--- src/shared/pmu_pkg.sv ---
package pmu_pkg;

    // register map, byte addresses on a 12-bit apb address
    localparam logic [11:0] CNT_BASE = 12'h000;   // counter n: low word at n*8, high at n*8+4
    localparam logic [11:0] SEL_BASE = 12'h100;   // selector n at 0x100 + n*4
    localparam logic [11:0] INHIBIT_ADDR = 12'h180;
    localparam logic [11:0] DBG_CTRL_ADDR = 12'h184;
    localparam logic [11:0] STATUS_ADDR = 12'h188;

    // counter indices in the standard numbering
    localparam int unsigned IDX_CYCLE = 0;
    localparam int unsigned IDX_INSTRET = 2;
    localparam int unsigned IDX_EV_FIRST = 3;
    localparam int unsigned IDX_EV_LAST = 6;
    localparam int unsigned NUM_EV_CNT = 4;
    localparam int unsigned NUM_SLOTS = 6;        // cycle, instret, four event counters

    // inhibit register: bit per counter; bit 1 (timer) and 7..31 read zero
    localparam logic [31:0] INHIBIT_MASK = 32'h0000_007d;
    localparam logic [31:0] INHIBIT_RESET = 32'h0000_0000;

    // debug control: freeze bit position
    localparam int unsigned DBG_FREEZE_BIT = 0;
    localparam logic DBG_FREEZE_RESET = 1'b0;

    // status bits
    localparam int unsigned ST_COUNT_OK_BIT = 0;
    localparam int unsigned ST_PM_HALT_BIT = 1;
    localparam int unsigned ST_DBG_HALT_BIT = 2;

    // event selector encoding
    localparam int unsigned EV_W = 5;
    localparam logic [EV_W-1:0] SEL_RESET = 5'h00;
    localparam logic [EV_W-1:0] EV_NONE = 5'h00;
    localparam logic [EV_W-1:0] EV_CLK_ACTIVE = 5'h01;
    localparam logic [EV_W-1:0] EV_IC_HIT = 5'h02;
    localparam logic [EV_W-1:0] EV_IC_MISS = 5'h03;
    localparam logic [EV_W-1:0] EV_INSTR_ALL = 5'h04;
    localparam logic [EV_W-1:0] EV_INSTR_16 = 5'h05;
    localparam logic [EV_W-1:0] EV_INSTR_32 = 5'h06;
    localparam logic [EV_W-1:0] EV_ALIGNED = 5'h07;
    localparam logic [EV_W-1:0] EV_DECODED = 5'h08;
    localparam logic [EV_W-1:0] EV_MUL = 5'h09;
    localparam logic [EV_W-1:0] EV_DIV = 5'h0a;
    localparam logic [EV_W-1:0] EV_LOAD = 5'h0b;
    localparam logic [EV_W-1:0] EV_STORE = 5'h0c;
    localparam logic [EV_W-1:0] EV_MIS_LOAD = 5'h0d;
    localparam logic [EV_W-1:0] EV_MIS_STORE = 5'h0e;
    localparam logic [EV_W-1:0] EV_ALU = 5'h0f;
    localparam logic [EV_W-1:0] EV_CSR_RD = 5'h10;
    localparam logic [EV_W-1:0] EV_CSR_RW = 5'h11;
    localparam logic [EV_W-1:0] EV_CSR_WR0 = 5'h12;
    localparam logic [EV_W-1:0] EV_EBREAK = 5'h13;
    localparam logic [EV_W-1:0] EV_ECALL = 5'h14;
    localparam logic [EV_W-1:0] EV_FENCE = 5'h15;
    localparam logic [EV_W-1:0] EV_FENCE_I = 5'h16;
    localparam logic [EV_W-1:0] EV_MRET = 5'h17;
    localparam logic [EV_W-1:0] EV_BRANCH = 5'h18;
    localparam logic [EV_W-1:0] EV_MISPRED = 5'h19;
    localparam logic [EV_W-1:0] EV_MAX = EV_MISPRED;

    // one-cycle event strobes from the core
    typedef struct packed {
        logic ic_hit;
        logic ic_miss;
        logic commit;          // one instruction committed this cycle
        logic commit_16b;      // qualifies commit: 16-bit encoding
        logic aligned;
        logic decoded;
        logic mul;
        logic div;
        logic load;
        logic store;
        logic mis_load;
        logic mis_store;
        logic alu;
        logic nop;             // nop or wfi committed
        logic csr_rd;
        logic csr_rw;
        logic csr_wr0;
        logic ebreak;
        logic ecall;
        logic fence;
        logic fence_i;
        logic mret;
        logic branch;
        logic mispredict;
    } core_events_t;

    // apb request bundle
    typedef struct packed {
        logic psel;
        logic penable;
        logic pwrite;
        logic [11:0] paddr;
        logic [31:0] pwdata;
    } apb_req_t;

endpackage

--- src/rtl/event_match.sv ---
// turns one selector code into a single increment strobe
module event_match (
    // selection
    input wire logic [pmu_pkg::EV_W-1:0] sel,
    input wire logic core_active,
    // core events
    input wire pmu_pkg::core_events_t ev,
    // result
    output logic inc
);
    import pmu_pkg::*;

    logic hit;

    // each code adds at most one per cycle
    always_comb begin
        case (sel)
            EV_CLK_ACTIVE: hit = 1'b1;
            EV_IC_HIT: hit = ev.ic_hit;
            EV_IC_MISS: hit = ev.ic_miss;
            EV_INSTR_ALL: hit = ev.commit;
            EV_INSTR_16: hit = ev.commit & ev.commit_16b;
            EV_INSTR_32: hit = ev.commit & ~ev.commit_16b;
            EV_ALIGNED: hit = ev.aligned;
            EV_DECODED: hit = ev.decoded;
            EV_MUL: hit = ev.mul;
            EV_DIV: hit = ev.div;
            EV_LOAD: hit = ev.load;
            EV_STORE: hit = ev.store;
            EV_MIS_LOAD: hit = ev.mis_load;
            EV_MIS_STORE: hit = ev.mis_store;
            EV_ALU: hit = ev.alu | ev.nop;
            EV_CSR_RD: hit = ev.csr_rd;
            EV_CSR_RW: hit = ev.csr_rw;
            EV_CSR_WR0: hit = ev.csr_wr0;
            EV_EBREAK: hit = ev.ebreak;
            EV_ECALL: hit = ev.ecall;
            EV_FENCE: hit = ev.fence;
            EV_FENCE_I: hit = ev.fence_i;
            EV_MRET: hit = ev.mret;
            EV_BRANCH: hit = ev.branch;
            EV_MISPRED: hit = ev.mispredict;
            default: hit = 1'b0;
        endcase
    end

    // every listed event belongs to the active state only
    assign inc = hit & core_active;

endmodule

--- src/rtl/perf_counters.sv ---
// Function
// - four 64-bit event counters, each with its own event selector.
// - besides cycle (0) and instret (2), only counters and selectors 3 to 6 actually count.
// - counters and selectors 7 to 31 read zero and ignore writes.
// - power-management halt stops every counter, cycle counter included.
// - in debug halt, counting continues only while the freeze bit is clear.
// - dma accesses during halt never advance any counter.
// - a pause instruction leaves counting enabled.
// - a read sees the value before the increment; a write overrides it.
// - inhibit register has one separate bit per counter.
// - selector writes above the highest event store the highest event.
// - selector code zero counts nothing.
// - events 1 to 25 count only while the core is active.
// - events 1-3: active cycles, cache fetch hits, cache fetch misses.
// - events 4-6: committed instructions, all, 16-bit, 32-bit.
// - events 7-8: aligned and decoded instructions.
// - events 9-15: mul, div, load, store, misaligned load/store, alu.
// - nop and wfi count as alu operations.
// - events 16-18: csr read, read/write, write with rd zero.
// - events 19-23: ebreak, ecall, fence, fence.i, mret.
// - event 24 committed branches, event 25 mispredicted branches.
// - cycle and retired-instruction counters, each individually inhibitable.
module perf_counters (
    // clock and reset
    input wire logic pclk,
    input wire logic presetn,
    // apb slave
    input wire logic psel,
    input wire logic penable,
    input wire logic pwrite,
    input wire logic [11:0] paddr,
    input wire logic [31:0] pwdata,
    output logic [31:0] prdata,
    output logic pready,
    output logic pslverr,
    // core state
    input wire logic core_active,
    input wire logic pm_halt,
    input wire logic dbg_halt,
    // core event strobes
    input wire pmu_pkg::core_events_t core_events,
    // status
    output logic counting
);
    import pmu_pkg::*;

    typedef struct packed {
        logic [NUM_EV_CNT-1:0][EV_W-1:0] sel;
        logic [31:0] inhibit;
        logic freeze;
        logic [31:0] rdata;
        logic slverr;
    } regs_t;

    regs_t state_r;
    regs_t state_nxt;

    logic [NUM_SLOTS-1:0][63:0] cnt_val;
    logic [NUM_SLOTS-1:0] cnt_inc;
    logic [NUM_SLOTS-1:0] cnt_wr_lo;
    logic [NUM_SLOTS-1:0] cnt_wr_hi;
    logic [NUM_EV_CNT-1:0] ev_inc;
    logic count_ok;
    logic wr_en;
    logic rd_setup;
    logic [4:0] cnt_idx;
    logic cnt_region;
    logic sel_region;
    logic [4:0] sel_idx;
    logic slot_hit;
    logic [2:0] slot;

    // pause does not gate anything, and dma traffic is no input here, so
    // a power-management halt, or a debug halt with the freeze bit set, leaves the counters exactly where they stopped
    assign count_ok = ~pm_halt & ~(dbg_halt & state_r.freeze);
    assign counting = count_ok;

    // zero wait states: read data is captured in the setup cycle
    assign pready = 1'b1;
    assign wr_en = psel & penable & pwrite;
    assign rd_setup = psel & ~penable;

    // address decode
    assign cnt_region = (paddr[11:8] == CNT_BASE[11:8]);
    assign cnt_idx = paddr[7:3];
    assign sel_region = (paddr[11:7] == SEL_BASE[11:7]);
    assign sel_idx = paddr[6:2];

    // map counter index to a storage slot; unbacked indices have none
    always_comb begin
        slot_hit = 1'b1;
        slot = 3'h0;
        if (cnt_idx == 5'(IDX_CYCLE)) begin
            slot = 3'h0;
        end else if (cnt_idx == 5'(IDX_INSTRET)) begin
            slot = 3'h1;
        end else if (cnt_idx >= 5'(IDX_EV_FIRST) && cnt_idx <= 5'(IDX_EV_LAST)) begin
            slot = 3'(cnt_idx - 5'(IDX_EV_FIRST) + 5'h2);
        end else begin
            slot_hit = 1'b0;
        end
    end

    // one selector match and one counter per event counter
    genvar g;
    generate
        for (g = 0; g < NUM_EV_CNT; g++) begin : g_ev
            event_match u_match (
                .sel(state_r.sel[g]),
                .core_active(core_active),
                .ev(core_events),
                .inc(ev_inc[g])
            );
            assign cnt_inc[g+2] = count_ok & ~state_r.inhibit[IDX_EV_FIRST+g] & ev_inc[g];
        end
        for (g = 0; g < NUM_SLOTS; g++) begin : g_cnt
            assign cnt_wr_lo[g] = wr_en & cnt_region & slot_hit & (slot == 3'(g)) & ~paddr[2];
            assign cnt_wr_hi[g] = wr_en & cnt_region & slot_hit & (slot == 3'(g)) & paddr[2];
            wrap_counter #(
                .WIDTH(64)
            ) u_cnt (
                .pclk(pclk),
                .presetn(presetn),
                .inc(cnt_inc[g]),
                .wr_lo(cnt_wr_lo[g]),
                .wr_hi(cnt_wr_hi[g]),
                .wdata(pwdata),
                .value(cnt_val[g])
            );
        end
    endgenerate

    // cycle and retired-instruction counters, each behind its own inhibit bit
    assign cnt_inc[0] = count_ok & ~state_r.inhibit[IDX_CYCLE];
    assign cnt_inc[1] = count_ok & ~state_r.inhibit[IDX_INSTRET] & core_events.commit;

    // register writes, read capture and error answer
    always_comb begin
        state_nxt = state_r;
        if (wr_en) begin
            if (sel_region) begin
                for (int i = 0; i < NUM_EV_CNT; i++) begin
                    if (sel_idx == 5'(IDX_EV_FIRST + i)) begin
                        if (pwdata > 32'(EV_MAX)) begin
                            state_nxt.sel[i] = EV_MAX;
                        end else begin
                            state_nxt.sel[i] = pwdata[EV_W-1:0];
                        end
                    end
                end
            end else if (paddr == INHIBIT_ADDR) begin
                state_nxt.inhibit = pwdata & INHIBIT_MASK;
            end else if (paddr == DBG_CTRL_ADDR) begin
                state_nxt.freeze = pwdata[DBG_FREEZE_BIT];
            end
        end
        if (rd_setup) begin
            state_nxt.rdata = 32'h0000_0000;
            state_nxt.slverr = 1'b0;
            // value sampled before this cycle's increment lands
            if (cnt_region) begin
                if (slot_hit) begin
                    state_nxt.rdata = paddr[2] ? cnt_val[slot][63:32]
                                               : cnt_val[slot][31:0];
                end
            end else if (sel_region) begin
                for (int i = 0; i < NUM_EV_CNT; i++) begin
                    if (sel_idx == 5'(IDX_EV_FIRST + i)) begin
                        state_nxt.rdata = {27'h0, state_r.sel[i]};
                    end
                end
            end else if (paddr == INHIBIT_ADDR) begin
                state_nxt.rdata = state_r.inhibit;
            end else if (paddr == DBG_CTRL_ADDR) begin
                state_nxt.rdata = {31'h0, state_r.freeze};
            end else if (paddr == STATUS_ADDR) begin
                state_nxt.rdata[ST_COUNT_OK_BIT] = count_ok;
                state_nxt.rdata[ST_PM_HALT_BIT] = pm_halt;
                state_nxt.rdata[ST_DBG_HALT_BIT] = dbg_halt;
            end else begin
                // unmapped: error answer, writes there are dropped above
                state_nxt.slverr = 1'b1;
            end
        end
    end

    always_ff @(posedge pclk or negedge presetn) begin
        if (!presetn) begin
            state_r.sel <= {NUM_EV_CNT{SEL_RESET}};
            state_r.inhibit <= INHIBIT_RESET;
            state_r.freeze <= DBG_FREEZE_RESET;
            state_r.rdata <= 32'h0000_0000;
            state_r.slverr <= 1'b0;
        end else begin
            state_r <= state_nxt;
        end
    end

    assign prdata = state_r.rdata;
    assign pslverr = state_r.slverr & psel & penable;

endmodule

--- src/rtl/wrap_counter.sv ---
// 64-bit counter; a write to a half wins over the increment of that cycle
module wrap_counter #(
    parameter int unsigned WIDTH = 64
) (
    // clock and reset
    input wire logic pclk,
    input wire logic presetn,
    // control
    input wire logic inc,
    input wire logic wr_lo,
    input wire logic wr_hi,
    input wire logic [31:0] wdata,
    // value
    output logic [WIDTH-1:0] value
);
    import pmu_pkg::*;

    typedef struct packed {
        logic [WIDTH-1:0] cnt;
    } cnt_state_t;

    cnt_state_t state_r;
    cnt_state_t state_nxt;

    // increment wraps to zero; a write replaces its half and drops the increment
    always_comb begin
        state_nxt = state_r;
        if (inc) begin
            state_nxt.cnt = state_r.cnt + WIDTH'(1);
        end
        if (wr_lo) begin
            state_nxt.cnt = {state_r.cnt[WIDTH-1:32], wdata};
        end else if (wr_hi) begin
            state_nxt.cnt = {wdata, state_r.cnt[31:0]};
        end
    end

    always_ff @(posedge pclk or negedge presetn) begin
        if (!presetn) begin
            state_r <= '0;
        end else begin
            state_r <= state_nxt;
        end
    end

    assign value = state_r.cnt;

endmodule

--- config.mk ---
export PLATFORM = sky130hd
export DESIGN_NAME = perf_counters
export DESIGN_NICKNAME = d
export VERILOG_FILES = /design/src/shared/pmu_pkg.sv /design/src/rtl/event_match.sv /design/src/rtl/perf_counters.sv /design/src/rtl/wrap_counter.sv
export SDC_FILE = /design/constraint.sdc
export NUM_CORES = 2
export LEC_CHECK = 0
export BUFFER_PORTS_ARGS = -buffer_cell sky130_fd_sc_hd__buf_2
export CORE_AREA = 2 2 206 309
export DETAILED_ROUTE_END_ITERATION = 7
export DIE_AREA = 0 0 208 311
export HOLD_SLACK_MARGIN = 0.05
export MAX_ROUTING_LAYER = met4
export PLACE_DENSITY_LB_ADDON = 0.12
export RECOVER_POWER = 50
export SLEW_MARGIN = 40
export SYNTH_ARGS = -nofsm -noshare
export SYNTH_HDL_FRONTEND = slang
export SYNTH_SLANG_ARGS = --single-unit
--- constraint.sdc ---
create_clock -name pclk -period 3.2 [get_ports pclk]
set_clock_uncertainty 0.2 [all_clocks]
set_input_delay 0.16 -clock pclk [delete_from_list [all_inputs] [get_ports pclk]]
set_output_delay 0.16 -clock pclk [all_outputs]
set_load 0.01 [all_outputs]
==> summary.txt <==
Placement
  – Place WS: -0.118 ns
  – Cell Count Post-Placement: approximately 5.0k
  – Buffers on Ports: ~110
  – Routability cong.: 1.05
  – Cell Area, Placed: between 30000 and 40000 sq um
  – Detailed Place HPWL: 102 mm

Timing
  – Final hold slack: 0.0474 ns
  – RSZ-0062 raised after global routing: false
  – Final slew viol count: 254
  – Rel. slew slack: -17.7%
  – Worst-Margin Slew: 1.77 ns
  – Final worst slack: 0.0434 ns
  – Post-layout minimum cycle time: 3.16 ns
  – Setup violators final: 0
  – Final hold violations: 0
  – Final period util: 98.6%
  – Fmax: 0.317 GHz

Critical path
  – Worst Path Required: 3.52 ns
  – Critical R2R Capture: g_cnt[4].u_cnt.value[50]
  – Cell count of the worst reg-to-reg path: 11
  – Crit path launch type: flip-flop
  – Worst Path Max Fanout: 18
  – Reg2Reg Launch Point: state_r[76]
  – Critical path class: flip-flop to flip-flop
  – Crit path capture type: flip-flop
  – R2R Setup Slk: 0.04 ns
  – Worst Path Arrival: 3.48 ns

Min path
  – Hold depth: 6
  – Min-Delay Endpoint: prdata[0]
  – Min-Delay Path Class: input pin to flip-flop
  – Hold Startpoint: paddr[8]

Yosys
  – Post-synthesis xor/xnor area fraction: 3.33%
  – Number of synthesized flops with an enable pin: 0
  – Dominant cell type by area after synthesis: dfrtp_1
  – Top cell type's share of synthesized area: 36.1%
  – Synth Instances: between 3k and 4k
  – Synth async-reset ratio: 100%
  – Largest family of logic cells by synthesized area: simple AND/OR/NAND/NOR gates
  – Net Count, Synth: 4050
  – Post-synthesis compound-gate area fraction: between 20% and 30%
  – Post-Synth Simple-Gate Area: 30.7%
  – Adder-cell share of the synthesized area: 0.406%
  – Mux contribution to synthesized area: 3.66%
  – Mapped Area: 30800 sq um
  – Sequential area share after synthesis: a little over a third
  – Yosys warnings: 0
  – Average size of a mapped cell: between 7 and 8 sq um
  – Synth cell types: 101
  – Top cells by area, synth: dfrtp_1 36%, nand2_1 9.2%, a21oi_1 4.5%
  – Synth Flop Type: dfrtp_1
  – Seq cells post-synth: 444

Status
  – Status: complete, but fails checks
  – Failing checks: max-capacitance violations, max-slew violations

Global route
  – Pin count of the biggest net entering global routing: 103
  – Vias in the first global route: 32.4k
  – First-pass GRT wire length: 207 mm
  – GRT overflow: 0
  – All-Layer GR Usage: 43.7%
  – Initial antenna violation count: 4

Die
  – Die Y: 311 um
  – Core Area: 61900 sq um
  – Die ar.: 64700 sq um
  – I/O Pins: 111
  – Row count: 112
  – Die X-Extent: 208 um
  – Starting density of the core: 49.7%

Clock tree
  – Total CTS buffers: 49
  – Root buffer cell: clkbuf_16
  – Longest Clk Path Bufs: 3
  – Clock-pin slew on the worst setup and hold paths: 0.07 ns
  – Max H-tree Level: 2
  – Clock sink total: 444
  – CTS tree: done
  – Clk_lat worst skew: 0.64 ns

Flow run
  – MaxCap Viol Count: 4

Layout
  – Final nets: 4400
  – Most frequent cells in the layout: 756 x nand2_1, 441 x dfrtp_1, 402 x buf_4, 275 x nand3_1, 274 x a21oi_1
  – Layout cell share with drive strength beyond 1: between 10% and 20%
  – Synthesis-to-finish area growth: 20.1%
  – Final Cell Area: 37000 sq um
  – Most common cell after layout, fill and taps aside: nand2_1
  – Finished Layout Cells: between 5k and 6k

Routing
  – ANT nets after route: 0
  – Wirelength, routed: roughly 140 mm
  – DRC: 0
  – Pre-antenna DRT Iters: 8
  – Vias/cell: between 6 and 7
  – DR vias: between 30k and 40k
  – Starting DRT DRC Count: 4180
  – Routed WL per cell: 27.2 um

Power
  – Sequential share of power: 44.5%
  – Switch share: 29.6%
  – Lkg Pwr: 15.1 nW
  – Cell Int Power: 9.50 mW
  – Total power: around 13 mW
  – Clock Power Share: 41.9%
  – Pwr Density: 365 nW/um^2
  – Logic pwr share: 13.6%
  – Worst VDD drop: 0.395 mV
  – Psw: roughly 4 mW
[power groups by stage]
stage	Clock [mW]	Sequential [mW]	Combinational, mW
2_1_floorplan	0	6.03	0.742
3_3_place_gp	0	6.09	1.72
3_5_place_dp	0	6.09	1.73
4_1_cts	5.67	5.99	1.79
5_1_grt	5.89	6.02	1.91
6_report	5.65	6.00	1.84
[logic make-up after synthesis]
kind of cell / count (synthesis)
AND/OR/NAND/NOR: 1944
AO/OA/AOI/OAI: 990
other: 1
buffers and inverters: 380
flip-flops: 444
XOR/XNOR: 117
multiplexers: 78
adder cells (fa/ha/maj): 10
[worst max-delay path by stage]
stage                            from                       end  cells after the start
final                     state_r[76]  g_cnt[4].u_cnt.value[50]                     11
after global routing      state_r[76]  g_cnt[4].u_cnt.value[49]                     13
after CTS                 state_r[76]  g_cnt[4].u_cnt.value[34]                      9
after detailed placement     paddr[3]  g_cnt[4].u_cnt.value[57]                     13
after global placement       paddr[3]  g_cnt[1].u_cnt.value[50]                     12
after floorplan              paddr[3]   g_cnt[3].u_cnt.value[0]                     13
[cell type report]
class | count | area [sq um]
Fill cell | 5842 | 25000
Multi-Input combinational cell | 3140 | 18200
Sequential cell | 444 | 11100
Timing Repair Buffer | 610 | 4920
Clock buffer | 77 | 1440
Tap cell | 798 | 998
Inverter | 69 | 259
Clock inverter | 9 | 52.6
Antenna cell | 4 | 10.0
[synthesized netlist by cell type, types with 9 or more instances]
cell        n
xnor2_1    67
o211ai_1   77
nand4b_1   18
o21ai_1    28
clkbuf_1  196
mux2_2     27
nand3_1   275
nor2b_1    10
and3_1    108
mux2i_1    26
a21oi_1   275
nand3b_1   20
a31oi_1    60
nor2_1    275
a311oi_1   24
o311ai_0   40
nand4_1    84
nor3_1    121
o41ai_1    18
dfrtp_1   444
o311ai_1   19
mux4_2     25
or3_1      25
and2_1     43
o21ai_0   253
or2_2       9
buf_2      58
buf_1      17
a22oi_1    19
nand2_1   757
or4_1      11
ha_1       10
a32oi_1    20
a211oi_1   22
nand2b_1   15
and4_1     33
buf_4      40
xor2_1     50
a221o_1    25
o22ai_1     9
nor4_1     73
inv_1      68
nor3b_1    14
a21o_1     11
[state kept, by name, summed over array words and instances (netlist names)]
name / flops
state_r: 28
g_cnt.u_cnt.value: 384
prdata: 32
[metrics by stage]
stage	TNS, ns	util [%]
3_3_place_gp	-5.25	56.4
2_1_floorplan	0	-
4_1_cts	0	59.7
6_report	0	59.7
3_5_place_dp	-1.79	56.4
5_1_grt	0	59.7
[critical path, cell delays in order, from the launching register on]
cell,delay [ns]
dfrtp_2,0.46
or3b_2,0.46
a21oi_1,0.17
o32ai_1,0.09
nor4bb_2,0.18
buf_4,0.16
or4_4,0.54
buf_12,0.19
buf_12,0.15
o21a_1,0.17
o21ai_0,0.18
nand2_1,0.07
[routing by layer]
metal	wire length [um]	GRT usage, %	vias up
li1	-	-	15207
met3	13000	7.96	589
met1	51000	51.1	16409
met5	0	-	-
met4	12300	30.4	0
met2	64100	68.1	1913
[timing repair]
item                                    in CTS  in global routing
hold buffers                                52                  0
setup buffers                                0                  2
resized for setup                            1                 20
endpoints found under the setup margin       1                 75
pin swaps                                    0                  3
gates cloned                                 0                  1
hold endpoints to repair                   796                  0
Power figures use the tool's default switching activity.
